--- src/hw/ssd_params.svh ---
// ssd_params.svh: register offsets, reset values and counts of the
// serial data path. Definitions only; included by its bare name.
`ifndef SSD_PARAMS_SVH
`define SSD_PARAMS_SVH
`define SSD_AW 8
`define SSD_CTRL_OFS 8'h00
`define SSD_CR2_OFS 8'h04
`define SSD_TX0_OFS 8'h08
`define SSD_RX0_OFS 8'h18
`define SSD_STAT_OFS 8'h28
`define SSD_DATA_SPAN 8'h10
`define SSD_CTRL_RST 13'h0000
`define SSD_CR2_RST 6'h00
`define SSD_DATA_RST 32'h0000_0000
`define SSD_LEN_8 2'h0
`define SSD_LEN_16 2'h1
`define SSD_LEN_RSVD 2'h3
`define SSD_EDGES_8 7'h10
`define SSD_EDGES_16 7'h20
`define SSD_EDGES_32 7'h40
`define SSD_HALF_SHORT 2'h1
`define SSD_HALF_LONG 2'h3
`define SSD_RATE_MIN 3'h1
`define SSD_RESP_OKAY 2'h0
`define SSD_RESP_SLVERR 2'h2
`endif

--- src/hw/ssd_pkg.sv ---
// ssd_pkg.sv: types of the serial data path.
// Offsets and counts live in ssd_params.svh.
package ssd_pkg;
  typedef enum logic [3:0]
  {
    st_idle = 4'h1,
    st_lead = 4'h2,
    st_shift = 4'h4,
    st_lag = 4'h8
  } ssd_state_t;
  // Own configuration word, bit 0 is transfer_mode_select
  typedef struct packed {
    logic [1:0] frame_length_select;
    logic [2:0] clock_rate_select;
    logic clock_phase_select;
    logic clock_idle_polarity;
    logic bit_order_select;
    logic rx_enable;
    logic tx_enable;
    logic bidirectional_select;
    logic master_select;
    logic transfer_mode_select;
  } ssd_ctrl_t;
  // Bits 7..2 of serial_control_two
  typedef struct packed {
    logic data_out_drain_select;
    logic clock_out_drain_select;
    logic cs_drain_select;
    logic tx_done_timing_select;
    logic chip_select_lead_select;
    logic data_out_gating_select;
  } ssd_cr2_t;
  // Pad drive: value and active-low enable
  typedef struct packed {
    logic o;
    logic oe_n;
  } ssd_pin_t;
endpackage
--- src/hw/ssd_datapath.sv ---
// ssd_datapath.sv: data registers, shift engine and pin control of a
// synchronous serial unit, with an AXI4-Lite register slave.
// Assumes one 20 MHz clock; pin inputs are asynchronous and the pads
// resolve each wire from o and oe_n.
//
// Overview of operation
// - Bits 7,6,5 pick open-drain for data, clock and select outputs.
// - Bit 4: done flag during last bit, or after it, master four-wire.
// - Bit 3: select lead and lag of half or one and a half clocks.
// - Bit 2: master data output driven only while select is low.
// - Bits 1 and 0 read zero; software writes zero.
// - Four transmit bytes; frame length picks valid ones; code 3 none.
// - Four receive bytes, valid by frame length like transmit bytes.
// - Empty shifter loads pending data; pending data follows back to back.
// - Finished frame copied to receive bytes, freeing the shifter.
// - Receive bytes ignore writes; read after full flag is set.
// - Load puts bit 0 or the frame top bit (7, 15 or 31) first; output always from shift bit 0.
// - Received bits enter at the frame top bit (7, 15 or 31); shifter not software visible.
// - Bit order select: 0 least first, 1 most first.
// - Master drives clock at one of seven rates; slave takes clock in.
// - Four-wire honours phase and polarity; synchronous mode only polarity.
// - Four-wire master sends on data-out; slave sends on data-in.
// - Bidirectional mode uses data-out only, one direction at a time.
// - Synchronous mode sends data-out, receives data-in, clock by master.
// - Pins switch input, output or unused by mode and enables.
// - Length code 0,1,2 give 8,16,32 bits; 3 prohibited.
// - Transfer mode 0 is four-wire, 1 is clock-synchronous.
// - Master select 1 makes the device master, 0 slave.
`timescale 1ns/1ps
`default_nettype none
`include "ssd_params.svh"
module ssd_datapath
  import ssd_pkg::*;
(
  // Clock and reset
  input wire logic aclk,
  input wire logic aresetn,
  // AXI4-Lite write channels
  input wire logic [`SSD_AW-1:0] s_axi_awaddr,
  input wire logic s_axi_awvalid,
  output logic s_axi_awready,
  input wire logic [31:0] s_axi_wdata,
  input wire logic [3:0] s_axi_wstrb,
  input wire logic s_axi_wvalid,
  output logic s_axi_wready,
  output logic [1:0] s_axi_bresp,
  output logic s_axi_bvalid,
  input wire logic s_axi_bready,
  // AXI4-Lite read channels
  input wire logic [`SSD_AW-1:0] s_axi_araddr,
  input wire logic s_axi_arvalid,
  output logic s_axi_arready,
  output logic [31:0] s_axi_rdata,
  output logic [1:0] s_axi_rresp,
  output logic s_axi_rvalid,
  input wire logic s_axi_rready,
  // Pin levels seen at the pads
  input wire logic serial_clock_pin_i,
  input wire logic chip_select_pin_n_i,
  input wire logic data_out_pin_i,
  input wire logic data_in_pin_i,
  // Pin drives
  output ssd_pin_t serial_clock_pin,
  output ssd_pin_t chip_select_pin_n,
  output ssd_pin_t data_out_pin,
  output ssd_pin_t data_in_pin
);
  ssd_ctrl_t ctrl_reg;
  ssd_cr2_t cr2_reg;
  ssd_state_t state_reg;
  logic [31:0] tx_data_reg, rx_data_reg, sr_reg, sr_shift, rdata_next;
  logic [3:0] sync1_reg, sync2_reg, sync3_reg;
  logic [7:0] div_reg, half_m1, waddr_reg;
  logic [15:0] wdata_reg;
  logic [1:0] wstrb_reg, len, maxidx, hcnt_reg, lead_n, lag_n, rresp_next;
  logic [6:0] edge_reg, n_edges;
  logic [2:0] rate_eff;
  logic tx_empty_reg, rx_full_reg, tx_done_reg, sck_act_reg, cs_act_reg;
  logic rx_bit_reg, dout_bit_reg, mw;
  logic four_wire, is_master, bidi, eff_phase, tx_on, rx_on, len_ok;
  logic tick, slave_edge, edge_ev, last_edge, more, start, load_ev;
  logic cs_sel, rx_pin, samp_bit, td_set, drive, tx_on_din;
  logic wr_go, ar_fire, w_map, commit, rd_rx;

  // Reorder a frame word for the bit order; shared by load and copy
  function automatic logic [31:0] ssd_order(input logic [31:0] w,
                                            input logic [1:0] l,
                                            input logic msb);
    logic [31:0] r;
    r = w;
    if (msb)
    begin
      for (int i = 0; i < 32; i++)
        r[i] = w[31 - i];
      if (l == `SSD_LEN_8)
        r = r >> 24;
      else if (l == `SSD_LEN_16)
        r = r >> 16;
    end
    return r;
  endfunction

  // Right shift, new bit enters at the frame top; lands at bit 0 last
  function automatic logic [31:0] ssd_shift(input logic [31:0] s,
                                            input logic b,
                                            input logic [1:0] l);
    logic [31:0] r;
    r = s >> 1;
    if (l == `SSD_LEN_8)
      r[7] = b;
    else if (l == `SSD_LEN_16)
      r[15] = b;
    else
      r[31] = b;
    return r;
  endfunction

  // Two flops before use; the third stage only feeds the edge detect
  always_ff @(posedge aclk)
  begin
    if (!aresetn)
    begin
      sync1_reg <= 4'hf;
      sync2_reg <= 4'hf;
      sync3_reg <= 4'hf;
    end
    else
    begin
      sync1_reg <= {serial_clock_pin_i, chip_select_pin_n_i, data_out_pin_i, data_in_pin_i};
      sync2_reg <= sync1_reg;
      sync3_reg <= sync2_reg;
    end
  end

  // Mode decode
  assign len = ctrl_reg.frame_length_select;
  assign four_wire = ~ctrl_reg.transfer_mode_select;
  assign is_master = ctrl_reg.master_select;
  assign bidi = ctrl_reg.bidirectional_select & four_wire;
  // High: data changes on the first edge, latched on the second
  assign eff_phase = ~(four_wire & ctrl_reg.clock_phase_select);
  assign tx_on = ctrl_reg.tx_enable;
  assign rx_on = ctrl_reg.rx_enable & ~(bidi & tx_on);
  assign len_ok = len != `SSD_LEN_RSVD;
  assign maxidx = (len == `SSD_LEN_8) ? 2'd0 : (len == `SSD_LEN_16) ? 2'd1 : 2'd3;
  assign n_edges = (len == `SSD_LEN_8) ? `SSD_EDGES_8 :
                   (len == `SSD_LEN_16) ? `SSD_EDGES_16 : `SSD_EDGES_32;
  assign lead_n = cr2_reg.chip_select_lead_select ? `SSD_HALF_LONG : `SSD_HALF_SHORT;
  assign lag_n = lead_n;
  // Reserved rate code runs at the fastest rate rather than stalling
  assign rate_eff = (ctrl_reg.clock_rate_select < `SSD_RATE_MIN) ? `SSD_RATE_MIN
                                                                : ctrl_reg.clock_rate_select;
  assign half_m1 = (8'd1 << rate_eff) - 8'd1;

  // Data source pin by role and mode
  assign tx_on_din = four_wire & ~bidi & ~is_master;
  assign rx_pin = ((four_wire & ~bidi & is_master) | ~four_wire) ? sync2_reg[0]
                                                                   : sync2_reg[1];
  assign cs_sel = ~four_wire | ~sync2_reg[2];

  // Transfer events
  assign tick = (state_reg != st_idle) & (div_reg == half_m1);
  assign slave_edge = sync2_reg[3] ^ sync3_reg[3];
  assign edge_ev = (state_reg == st_shift) & (is_master ? tick : slave_edge);
  assign last_edge = edge_ev & ((edge_reg + 7'd1) == n_edges);
  assign more = tx_on & ~tx_empty_reg;
  assign start = (state_reg == st_idle) & len_ok & (is_master ?
                 (tx_on ? ~tx_empty_reg : rx_on & ~rx_full_reg) :
                 ((tx_on | rx_on) & cs_sel));
  assign load_ev = (start & more) | (last_edge & more);
  assign samp_bit = eff_phase ? rx_pin : rx_bit_reg;
  assign sr_shift = ssd_shift(sr_reg, samp_bit, len);

  // Sequencer, transfer clock divider and select timing
  always_ff @(posedge aclk)
  begin
    if (!aresetn)
    begin
      state_reg <= st_idle;
      div_reg <= 8'h00;
      hcnt_reg <= 2'h0;
      edge_reg <= 7'h00;
      sck_act_reg <= 1'b0;
      cs_act_reg <= 1'b0;
    end
    else
    begin
      div_reg <= (state_reg == st_idle || tick) ? 8'h00 : div_reg + 8'h01;
      if (edge_ev)
      begin
        edge_reg <= last_edge ? 7'h00 : edge_reg + 7'h01;
        sck_act_reg <= ~sck_act_reg;
      end
      case (state_reg)
        st_idle:
        begin
          hcnt_reg <= 2'h0;
          sck_act_reg <= 1'b0;
          edge_reg <= 7'h00;
          if (start)
          begin
            cs_act_reg <= four_wire & is_master;
            // Long lead holds the select two extra half periods
            if (four_wire & is_master & cr2_reg.chip_select_lead_select)
              state_reg <= st_lead;
            else
              state_reg <= st_shift;
          end
        end
        st_lead:
        begin
          if (tick)
          begin
            hcnt_reg <= hcnt_reg + 2'h1;
            if (hcnt_reg + 2'h1 == lead_n - 2'h1)
            begin
              hcnt_reg <= 2'h0;
              state_reg <= st_shift;
            end
          end
        end
        st_shift:
        begin
          if (!is_master && four_wire && sync2_reg[2])
            state_reg <= st_idle;
          else if (last_edge && !more)
            state_reg <= (is_master && four_wire) ? st_lag : st_idle;
        end
        st_lag:
        begin
          if (tick)
          begin
            hcnt_reg <= hcnt_reg + 2'h1;
            if (hcnt_reg + 2'h1 == lag_n)
            begin
              cs_act_reg <= 1'b0;
              state_reg <= st_idle;
            end
          end
        end
        default:
        begin
          state_reg <= st_idle;
          cs_act_reg <= 1'b0;
        end
      endcase
    end
  end

  // Shift register; phase decides which edge samples and which drives; shift on the second
  always_ff @(posedge aclk)
  begin
    if (!aresetn)
    begin
      sr_reg <= `SSD_DATA_RST;
      rx_bit_reg <= 1'b0;
      dout_bit_reg <= 1'b0;
    end
    else if (load_ev)
    begin
      sr_reg <= ssd_order(tx_data_reg, len, ctrl_reg.bit_order_select);
      dout_bit_reg <= tx_data_reg[ctrl_reg.bit_order_select ? {maxidx, 3'h7} : 5'h00];
    end
    else if (edge_ev)
    begin
      if (~edge_reg[0])
      begin
        if (eff_phase)
          dout_bit_reg <= sr_reg[0];
        else
          rx_bit_reg <= rx_pin;
      end
      else
      begin
        sr_reg <= sr_shift;
        if (!eff_phase)
          dout_bit_reg <= sr_shift[0];
      end
    end
  end

  // Done flag timing
  always_comb
  begin
    if (four_wire && is_master && cr2_reg.tx_done_timing_select)
      td_set = (state_reg == st_lag) & tick & (hcnt_reg + 2'h1 == lag_n);
    else if (four_wire && is_master)
      td_set = edge_ev & ((edge_reg + 7'd2) == n_edges) & ~more;
    else
      td_set = last_edge & ~more;
    td_set = td_set & tx_on & tx_empty_reg;
  end

  // AXI4-Lite handshakes; one write and one read outstanding
  assign wr_go = ~s_axi_awready & ~s_axi_wready & ~s_axi_bvalid;
  assign ar_fire = s_axi_arvalid & s_axi_arready;
  assign mw = waddr_reg[1:0] == 2'h0;
  assign w_map = mw & (waddr_reg <= `SSD_STAT_OFS);
  assign commit = wr_go & wstrb_reg[0] & len_ok & (waddr_reg[7:2] - 6'h02 == {4'h0, maxidx})
                  & (waddr_reg >= `SSD_TX0_OFS) & mw;
  assign rd_rx = ar_fire & len_ok & (s_axi_araddr[1:0] == 2'h0) &
                 (s_axi_araddr >= `SSD_RX0_OFS) &
                 (s_axi_araddr < `SSD_RX0_OFS + `SSD_DATA_SPAN) &
                 (s_axi_araddr[3:2] - 2'h2 <= maxidx);
  always_ff @(posedge aclk)
  begin
    if (!aresetn)
    begin
      s_axi_awready <= 1'b1;
      s_axi_wready <= 1'b1;
      s_axi_bvalid <= 1'b0;
      s_axi_bresp <= `SSD_RESP_OKAY;
      waddr_reg <= 8'h00;
      wdata_reg <= 16'h0000;
      wstrb_reg <= 2'h0;
    end
    else
    begin
      if (s_axi_awvalid && s_axi_awready)
      begin
        s_axi_awready <= 1'b0;
        waddr_reg <= s_axi_awaddr;
      end
      if (s_axi_wvalid && s_axi_wready)
      begin
        s_axi_wready <= 1'b0;
        wdata_reg <= s_axi_wdata[15:0];
        wstrb_reg <= s_axi_wstrb[1:0];
      end
      if (wr_go)
      begin
        s_axi_bvalid <= 1'b1;
        s_axi_bresp <= w_map ? `SSD_RESP_OKAY : `SSD_RESP_SLVERR;
      end
      if (s_axi_bvalid && s_axi_bready)
      begin
        s_axi_bvalid <= 1'b0;
        s_axi_awready <= 1'b1;
        s_axi_wready <= 1'b1;
      end
    end
  end

  // Software-written configuration and transmit bytes
  always_ff @(posedge aclk)
  begin
    if (!aresetn)
    begin
      ctrl_reg <= `SSD_CTRL_RST;
      cr2_reg <= `SSD_CR2_RST;
      tx_data_reg <= `SSD_DATA_RST;
    end
    else if (wr_go && mw)
    begin
      if (waddr_reg == `SSD_CTRL_OFS)
      begin
        if (wstrb_reg[0])
          ctrl_reg[7:0] <= wdata_reg[7:0];
        if (wstrb_reg[1])
          ctrl_reg[12:8] <= wdata_reg[12:8];
      end
      if (waddr_reg == `SSD_CR2_OFS && wstrb_reg[0])
        cr2_reg <= wdata_reg[7:2];
      // Bytes beyond the frame length are not stored
      if (waddr_reg >= `SSD_TX0_OFS && waddr_reg < `SSD_RX0_OFS && wstrb_reg[0] &&
          len_ok && (waddr_reg[3:2] - 2'h2 <= maxidx))
        tx_data_reg[{waddr_reg[3:2] - 2'h2, 3'h0} +: 8] <= wdata_reg[7:0];
    end
  end

  // Flags and receive bytes; hardware set of done and full wins over a same-cycle clear
  always_ff @(posedge aclk)
  begin
    if (!aresetn)
    begin
      tx_empty_reg <= 1'b1;
      tx_done_reg <= 1'b0;
      rx_full_reg <= 1'b0;
      rx_data_reg <= `SSD_DATA_RST;
    end
    else
    begin
      // New data written during a load stays pending
      if (!tx_on)
        tx_empty_reg <= 1'b1;
      else if (commit)
        tx_empty_reg <= 1'b0;
      else if (load_ev)
        tx_empty_reg <= 1'b1;
      if (td_set)
        tx_done_reg <= 1'b1;
      else if (commit)
        tx_done_reg <= 1'b0;
      // A frame finishing while full is dropped, old bytes kept
      if (last_edge && rx_on && !rx_full_reg && len_ok)
      begin
        rx_data_reg <= ssd_order(sr_shift, len, ctrl_reg.bit_order_select);
        rx_full_reg <= 1'b1;
      end
      else if (rd_rx)
        rx_full_reg <= 1'b0;
    end
  end

  // Read data mux; invalid data bytes read zero
  always_comb
  begin
    rdata_next = 32'h0000_0000;
    rresp_next = `SSD_RESP_OKAY;
    if (s_axi_araddr[1:0] != 2'h0 || s_axi_araddr > `SSD_STAT_OFS)
      rresp_next = `SSD_RESP_SLVERR;
    else if (s_axi_araddr == `SSD_CTRL_OFS)
      rdata_next = {19'h0_0000, ctrl_reg};
    else if (s_axi_araddr == `SSD_CR2_OFS)
      rdata_next = {24'h00_0000, cr2_reg, 2'b00};
    else if (s_axi_araddr == `SSD_STAT_OFS)
      rdata_next = {28'h000_0000, state_reg != st_idle, tx_done_reg, rx_full_reg,
                    tx_empty_reg};
    else if (len_ok && (s_axi_araddr[3:2] - 2'h2 <= maxidx))
      rdata_next = {24'h00_0000, (s_axi_araddr < `SSD_RX0_OFS) ?
                    tx_data_reg[{s_axi_araddr[3:2] - 2'h2, 3'h0} +: 8] :
                    rx_data_reg[{s_axi_araddr[3:2] - 2'h2, 3'h0} +: 8]};
  end

  always_ff @(posedge aclk)
  begin
    if (!aresetn)
    begin
      s_axi_arready <= 1'b1;
      s_axi_rvalid <= 1'b0;
      s_axi_rdata <= 32'h0000_0000;
      s_axi_rresp <= `SSD_RESP_OKAY;
    end
    else if (ar_fire)
    begin
      s_axi_arready <= 1'b0;
      s_axi_rvalid <= 1'b1;
      s_axi_rdata <= rdata_next;
      s_axi_rresp <= rresp_next;
    end
    else if (s_axi_rvalid && s_axi_rready)
    begin
      s_axi_rvalid <= 1'b0;
      s_axi_arready <= 1'b1;
    end
  end

  // Pin drives; open drain only ever pulls low
  assign drive = tx_on & len_ok & (~four_wire | (is_master ?
                 (~cr2_reg.data_out_gating_select | cs_act_reg) : ~sync2_reg[2]));
  always_ff @(posedge aclk)
  begin
    if (!aresetn)
    begin
      serial_clock_pin <= 2'b01;
      chip_select_pin_n <= 2'b01;
      data_out_pin <= 2'b01;
      data_in_pin <= 2'b01;
    end
    else
    begin
      serial_clock_pin.o <= ~cr2_reg.clock_out_drain_select &
                            (~ctrl_reg.clock_idle_polarity ^ sck_act_reg);
      serial_clock_pin.oe_n <= ~(is_master & (~cr2_reg.clock_out_drain_select |
                               ~(~ctrl_reg.clock_idle_polarity ^ sck_act_reg)));
      chip_select_pin_n.o <= ~cr2_reg.cs_drain_select & ~cs_act_reg;
      chip_select_pin_n.oe_n <= ~(is_master & four_wire &
                                  (~cr2_reg.cs_drain_select | cs_act_reg));
      data_out_pin.o <= ~cr2_reg.data_out_drain_select & dout_bit_reg;
      data_out_pin.oe_n <= ~(drive & ~tx_on_din &
                             (~cr2_reg.data_out_drain_select | ~dout_bit_reg));
      data_in_pin.o <= ~cr2_reg.data_out_drain_select & dout_bit_reg;
      data_in_pin.oe_n <= ~(drive & tx_on_din &
                            (~cr2_reg.data_out_drain_select | ~dout_bit_reg));
    end
  end
endmodule
`default_nettype wire

--- config.mk ---
export PLATFORM = sky130hd
export DESIGN_NAME = ssd_datapath
export DESIGN_NICKNAME = d
export VERILOG_FILES = /design/src/hw/ssd_pkg.sv /design/src/hw/ssd_datapath.sv
export VERILOG_INCLUDE_DIRS = /design/src /design/src/hw
export SDC_FILE = /design/constraint.sdc
export NUM_CORES = 1
export LEC_CHECK = 0
export BUFFER_PORTS_ARGS = -buffer_cell sky130_fd_sc_hd__buf_2
export CAP_MARGIN = 40
export CORE_MARGIN = 3
export CORE_UTILIZATION = 40
export DETAILED_ROUTE_END_ITERATION = 12
export PLACE_DENSITY_LB_ADDON = 0.05
export SLEW_MARGIN = 10
export SYNTH_ARGS = -nofsm -noshare
export SYNTH_HDL_FRONTEND = slang
export SYNTH_SLANG_ARGS = --single-unit
--- constraint.sdc ---
create_clock -name aclk -period 3.07 [get_ports aclk]
set_input_delay 0.614 -clock aclk [delete_from_list [all_inputs] [get_ports aclk]]
set_output_delay 0.614 -clock aclk [all_outputs]
set_load 0.005 [all_outputs]
Yosys cells after proc, flatten, opt, wreduce, memory -nomap -nowiden
Index checks and enable logic that the tools add are counted.
Operators by class
  add/subtract/negate cells: 10
  multiply operators: 0
  div/mod/pow operators: 0
  $lt $le $gt $ge: 11
  eq/ne operators: 24
  shift operators: 5
  mux-type cells: 74
  bitwise logic cells: 91
  reduce and logical (&&, ||, !) cells: 52
Operator list (count)
  32-bit two-way mux: 9
  32-bit by 6-bit variable part select with 8-bit output: 2
  1-bit AND: 51
  32-bit bitwise mux: 1
  1-bit two-way mux: 32
  4-bit two-way mux: 8
  8-bit two-way mux: 4
  8-bit by 7-bit variable shift with 32-bit output (first input constant): 1
  8-bit by 7-bit variable part select with 32-bit output: 1
  1-bit NOT: 29
  13-bit two-way mux: 2
  7-bit two-way mux: 3
  1-bit logical AND: 19
  8-bit by 3-bit equality test with 1-bit output (second input constant): 2
  8-bit zero test: 2
  8-bit by 5-bit < comparator with 1-bit output (second input constant): 2
  2-bit two-way mux: 8
  4-bit case mux with 4 select lines: 1
  7-bit equality test: 2
  2-bit nonzero test: 7
  2-bit inequality test (second input constant): 6
  3-bit AND reduction: 4
  1-bit OR: 9
  8-bit by 1-bit adder with 8-bit output (second input constant): 1
  43 further kinds: 61
Storage, ports and cells
  register bits after elaboration: 226
  latch bits: 0
  memory bits (writable): 0
  memory bits (read-only): 0
  input bits: 63
  output and inout port bits: 49
  logic and storage cells: 318
  memories: 0

Logic depth before layout (Yosys ltp)
  depth in word-level cells: 15
  depth in mapped cells: 12
  depth with buffers taken out: 8

Worst setup path after synthesis
Ideal clock, no wire load.
  path kind: in2reg
  start point: input port s_axi_araddr[3]
  end point: register s_axi_rdata[2]
  arrival: 2.590 ns
  path slack: 0.360 ns
  stages: 8
  path buffers: 2
  path through: buf_2 -> a2111oi_4 -> buf_4 -> mux4_2 -> nand2_1 -> nand2_1 -> a211oi_1 -> nor2_1
On the way
  word-level cells in the longest chain between the ends: 8
RTL lines
  start: declaration: line ssd_datapath.sv:50  | input wire logic [`SSD_AW-1:0] s_axi_araddr,
  2-bit subtractor: line ssd_datapath.sv:419, ssd_datapath.sv:421, ssd_datapath.sv:422
  32-bit by 6-bit variable part select with 8-bit output (tied with other cells): line ssd_datapath.sv:422  | rx_data_reg[{s_axi_araddr[3:2] - 2'h2, 3'h0} +: 8]};
  8-bit two-way mux or 1-bit logical AND (tied branches): line ssd_datapath.sv:420, ssd_datapath.sv:419
  8-bit two-way mux: line ssd_datapath.sv:419  | else if (len_ok && (s_axi_araddr[3:2] - 2'h2 <= maxidx))
  8-bit two-way mux: line ssd_datapath.sv:416  | else if (s_axi_araddr == `SSD_STAT_OFS)
  8-bit two-way mux: line ssd_datapath.sv:414  | else if (s_axi_araddr == `SSD_CR2_OFS)
  13-bit two-way mux: line ssd_datapath.sv:412  | else if (s_axi_araddr == `SSD_CTRL_OFS)
  13-bit two-way mux *: line ssd_datapath.sv:410  | if (s_axi_araddr[1:0] != 2'h0 || s_axi_araddr > `SSD_STAT_OFS)
  end signal: assignment: line ssd_datapath.sv:438  | s_axi_rdata <= rdata_next;
  end: declaration: line ssd_datapath.sv:53  | output logic [31:0] s_axi_rdata,
Every way passes the cells marked *; elsewhere a longest branch is shown, timed or not.
A chain may end at the register's enable or synchronous reset.

Worst setup path after layout
  start point: register edge_reg[1]
  end point: register rx_data_reg[31]
On the way
  word-level cells in the longest chain between the ends: 6
RTL lines
  start: declaration: line ssd_datapath.sv:76  | logic [6:0] edge_reg, n_edges;
  start signal: assignment: line ssd_datapath.sv:191  | edge_reg <= last_edge ? 7'h00 : edge_reg + 7'h01;
  7-bit by 1-bit adder with 7-bit output: line ssd_datapath.sv:165  | assign last_edge = edge_ev & ((edge_reg + 7'd1) == n_edges);
  7-bit equality test: line ssd_datapath.sv:165
  1-bit AND: line ssd_datapath.sv:165
  1-bit logical AND (3 in series): line ssd_datapath.sv:395  | if (last_edge && rx_on && !rx_full_reg && len_ok)
  end signal: assignment: line ssd_datapath.sv:379  | rx_data_reg <= `SSD_DATA_RST;
  end signal: assignment: line ssd_datapath.sv:397  | rx_data_reg <= ssd_order(sr_shift, len, ctrl_reg.bit_order_select);
  end: declaration: line ssd_datapath.sv:71  | logic [31:0] tx_data_reg, rx_data_reg, sr_reg, sr_shift, rdata_next;
No other way between the ends.

==> flow_summary_export.csv <==
group,metric,value,unit
drt,drc_errors,0,
timing,tns,0,ps
die,chipWidth,177,um
timing,setup_slack,332,ps
hold_path,min_to,"sync1_reg[0]",
setup_path,cp.required,3500,ps
synthesis,syn_avg_cell_area,8.41,um2
place,post-place-ws,151,ps
place,io_buffers,69,
hold_path,min_path_cells,2,
layout,final_area,0.0132,mm2
setup_path,criticalPathCategory,"reg -> reg",
layout,multi_input_area,0.00690,mm2
place,place_area,0.0123,mm2
setup_path,cp-start-kind,"flop",
synthesis,synth_edf_count,0,
synthesis,ys_types,81,
place,gp_congestion,0.876,
layout,fillers,2846,
die,num_io_pins,112,
setup_path,timing.rr.start,"edge_reg[1]",
setup_path,end_kind,"flop",
die,start_util,0.412,
drt,first_pass_iters,5,
drt,ant_nets,0,
pwr,powerDensity,489,mW/mm2
setup_path,cp.arrival,3170,ps
synthesis,syn_area,0.0116,mm2
pwr,ir_drop,386,uV
setup_path,r2r-end,"rx_data_reg[31]",
timing,finalCritPeriodShare,0.892,
global_routing,antenna_found_initial,1,
drt,num_vias,10600,
layout,fin_nets,1495,
global_routing,first_global_vias,10000,
clocking,cts_buffer_depth,3,
synthesis,synthCells,1385,
pwr,p_leak,0.00489,uW
hold_path,worstHoldStart,"data_in_pin_i",
drt,post_drt_wl_per_cell,21.0,um
die,core_area,0.0282,mm2
clocking,hold_buffers,0,
layout,areaGrowthSynthToFinish,13.6,%
global_routing,groute.usage.overall,0.243,
clocking,clockRootBuffer,"clkbuf_16",
die,rows,61,
setup_path,reg2regPathDepth,8,
layout,instances_no_fill,1813,
timing,worst_slew_margin_rel,0.482,
clocking,insertion_delay,530,ps
die,die_area,0.0312,mm2
layout,antennaDiodeCount,0,
setup_path,crit_fanout,14,
drt,drt_iter0_markers,901,
global_routing,grt_max_degree,74,
drt,via_per_inst,5.83,
clocking,cts_buffers,25,
layout,drive_gt1_frac,0.166,
synthesis,synth-seq-area-share,0.347,
timing,final_hold_viol_count,0,
timing,tightest_slew,774,ps
clocking,tritoncts,"built",
synthesis,synthArstFlopShare,0,
timing,clock-skew-final,12.5,ps
clocking,clk_pin_slew_worst_paths,60,ps
setup_path,r2r_slack,330,ps
drt,wl,38100,um
timing,rsz0062_at_grt,"false",
job,maxCapViolCount,0,
place,dp.cells,1767,
layout,regArea,0.00405,mm2
die,die_h,177,um
timing,period_needed,2740,ps
synthesis,yosys_register_bits,202,
run_status,status,"finished, final reports clean",
timing,drv_slew,0,
timing,max_freq,365,MHz
clocking,cts.sinks,202,
synthesis,synth_flop_cell,"dfxtp_1",
clocking,cts-htree-levels,1,
place,dp_hpwl,26800,um
clocking,cts-resized-gates,0,
global_routing,overflow,0,
clocking,cts_setup_buffers,0,
timing,finalSetupViolations,0,
synthesis,ys_warn_count,0,
hold_path,hp-class,"in -> reg",
pwr,power,6470,uW
global_routing,grt_pass1_wl,60000,um
## layout by cell type (no fill, tap or decap), types with 10 or more instances in the layout
| master | Yosys | layout |
|---|---|---|
| conb_1 | 1 | 21 |
| xnor2_1 | 11 | 11 |
| inv_1 | 17 | 17 |
| o31ai_2 | 22 | 22 |
| buf_2 | 18 | 69 |
| nand4_1 | 12 | 12 |
| buf_4 | 25 | 53 |
| nor3_1 | 18 | 18 |
| o2111ai_1 | 24 | 24 |
| nor2b_1 | 25 | 24 |
| xor2_1 | 10 | 10 |
| a22oi_1 | 13 | 13 |
| ha_1 | 16 | 16 |
| nor2_1 | 81 | 81 |
| a21oi_1 | 114 | 113 |
| nand2_1 | 189 | 189 |
| dfxtp_1 | 202 | 200 |
| o211ai_1 | 15 | 15 |
| o31ai_1 | 32 | 32 |
| clkbuf_16 | 0 | 25 |
| mux2i_1 | 92 | 92 |
| o311ai_0 | 25 | 25 |
| and3_1 | 14 | 14 |
| o21ai_0 | 46 | 46 |
| nand3_1 | 78 | 78 |
| nand2b_1 | 39 | 39 |
| mux4_2 | 16 | 16 |
## per-stage QoR
stage	hold WS, ps	utilization
2_1_floorplan	386	-
3_3_place_gp	400	0.435
3_5_place_dp	402	0.435
4_1_cts	243	0.469
5_1_grt	246	0.469
6_report	261	0.469
## area by class of cell
type,instances,share of cell area
clock inverter,17,0.0209
sequential,202,0.306
multi-input combinational,1043,0.522
tap,378,0.0357
timing repair buffer,124,0.0592
clock buffer,29,0.0507
inverter,20,0.00586
## synthesized netlist by cell type, types with 22 or more instances
cell type  number  share of area
o31ai_2        22          0.024
a21oi_1       114          0.049
clkbuf_1       74          0.024
nand3_1        78          0.034
nor2b_1        25          0.013
nor2_1         81          0.026
nand2_1       189          0.061
dfxtp_1       202           0.35
nand2b_1       39          0.021
o31ai_1        32          0.021
buf_4          25          0.016
o21ai_0        46          0.020
o2111ai_1      24          0.018
o311ai_0       25          0.019
mux2i_1        92          0.079
## logic make-up after synthesis
kind of cell | synth area share
compound gates | 0.220
xor+xnor | 0.0178
fa+ha+maj | 0.0172
buf+inv | 0.0686
flops | 0.347
mux | 0.117
other cells | 0.000322
simple gates | 0.212
## per-layer routing
layer,GRT usage,share of wire
met3,0.0446,0.067
met2,0.385,0.45
met4,0.0540,0.020
met1,0.346,0.46
met5,0,0.00026
## how the worst max path moves through the flow
stage                      endpoint       startpoint  slack, ps  cells past startpoint
global placement     s_axi_rdata[6]  s_axi_araddr[4]        170                      7
detailed placement   s_axi_rdata[7]  s_axi_araddr[4]        150                      8
floorplan            s_axi_rdata[2]  s_axi_araddr[3]        360                      8
CTS                 rx_data_reg[31]      edge_reg[1]        340                      8
finish              rx_data_reg[31]      edge_reg[1]        330                      8
global route        rx_data_reg[31]      edge_reg[1]        160                      8
## worst max-delay path, stage by stage, from the launching register on
cell,delay [ps]
dfxtp_1,420
ha_1,320
nand3_1,170
o211a_1,260
o31ai_1,450
o21ai_2,120
or3_1,360
buf_4,230
o41ai_1,310
## power breakdown
group / switching (uW) / internal, uW
Sequential: 48.9 / 2660
Combinational: 250 / 128
Clock: 1230 / 2160
Total: 1530 / 4940
(Power assumes the default switching activity.)
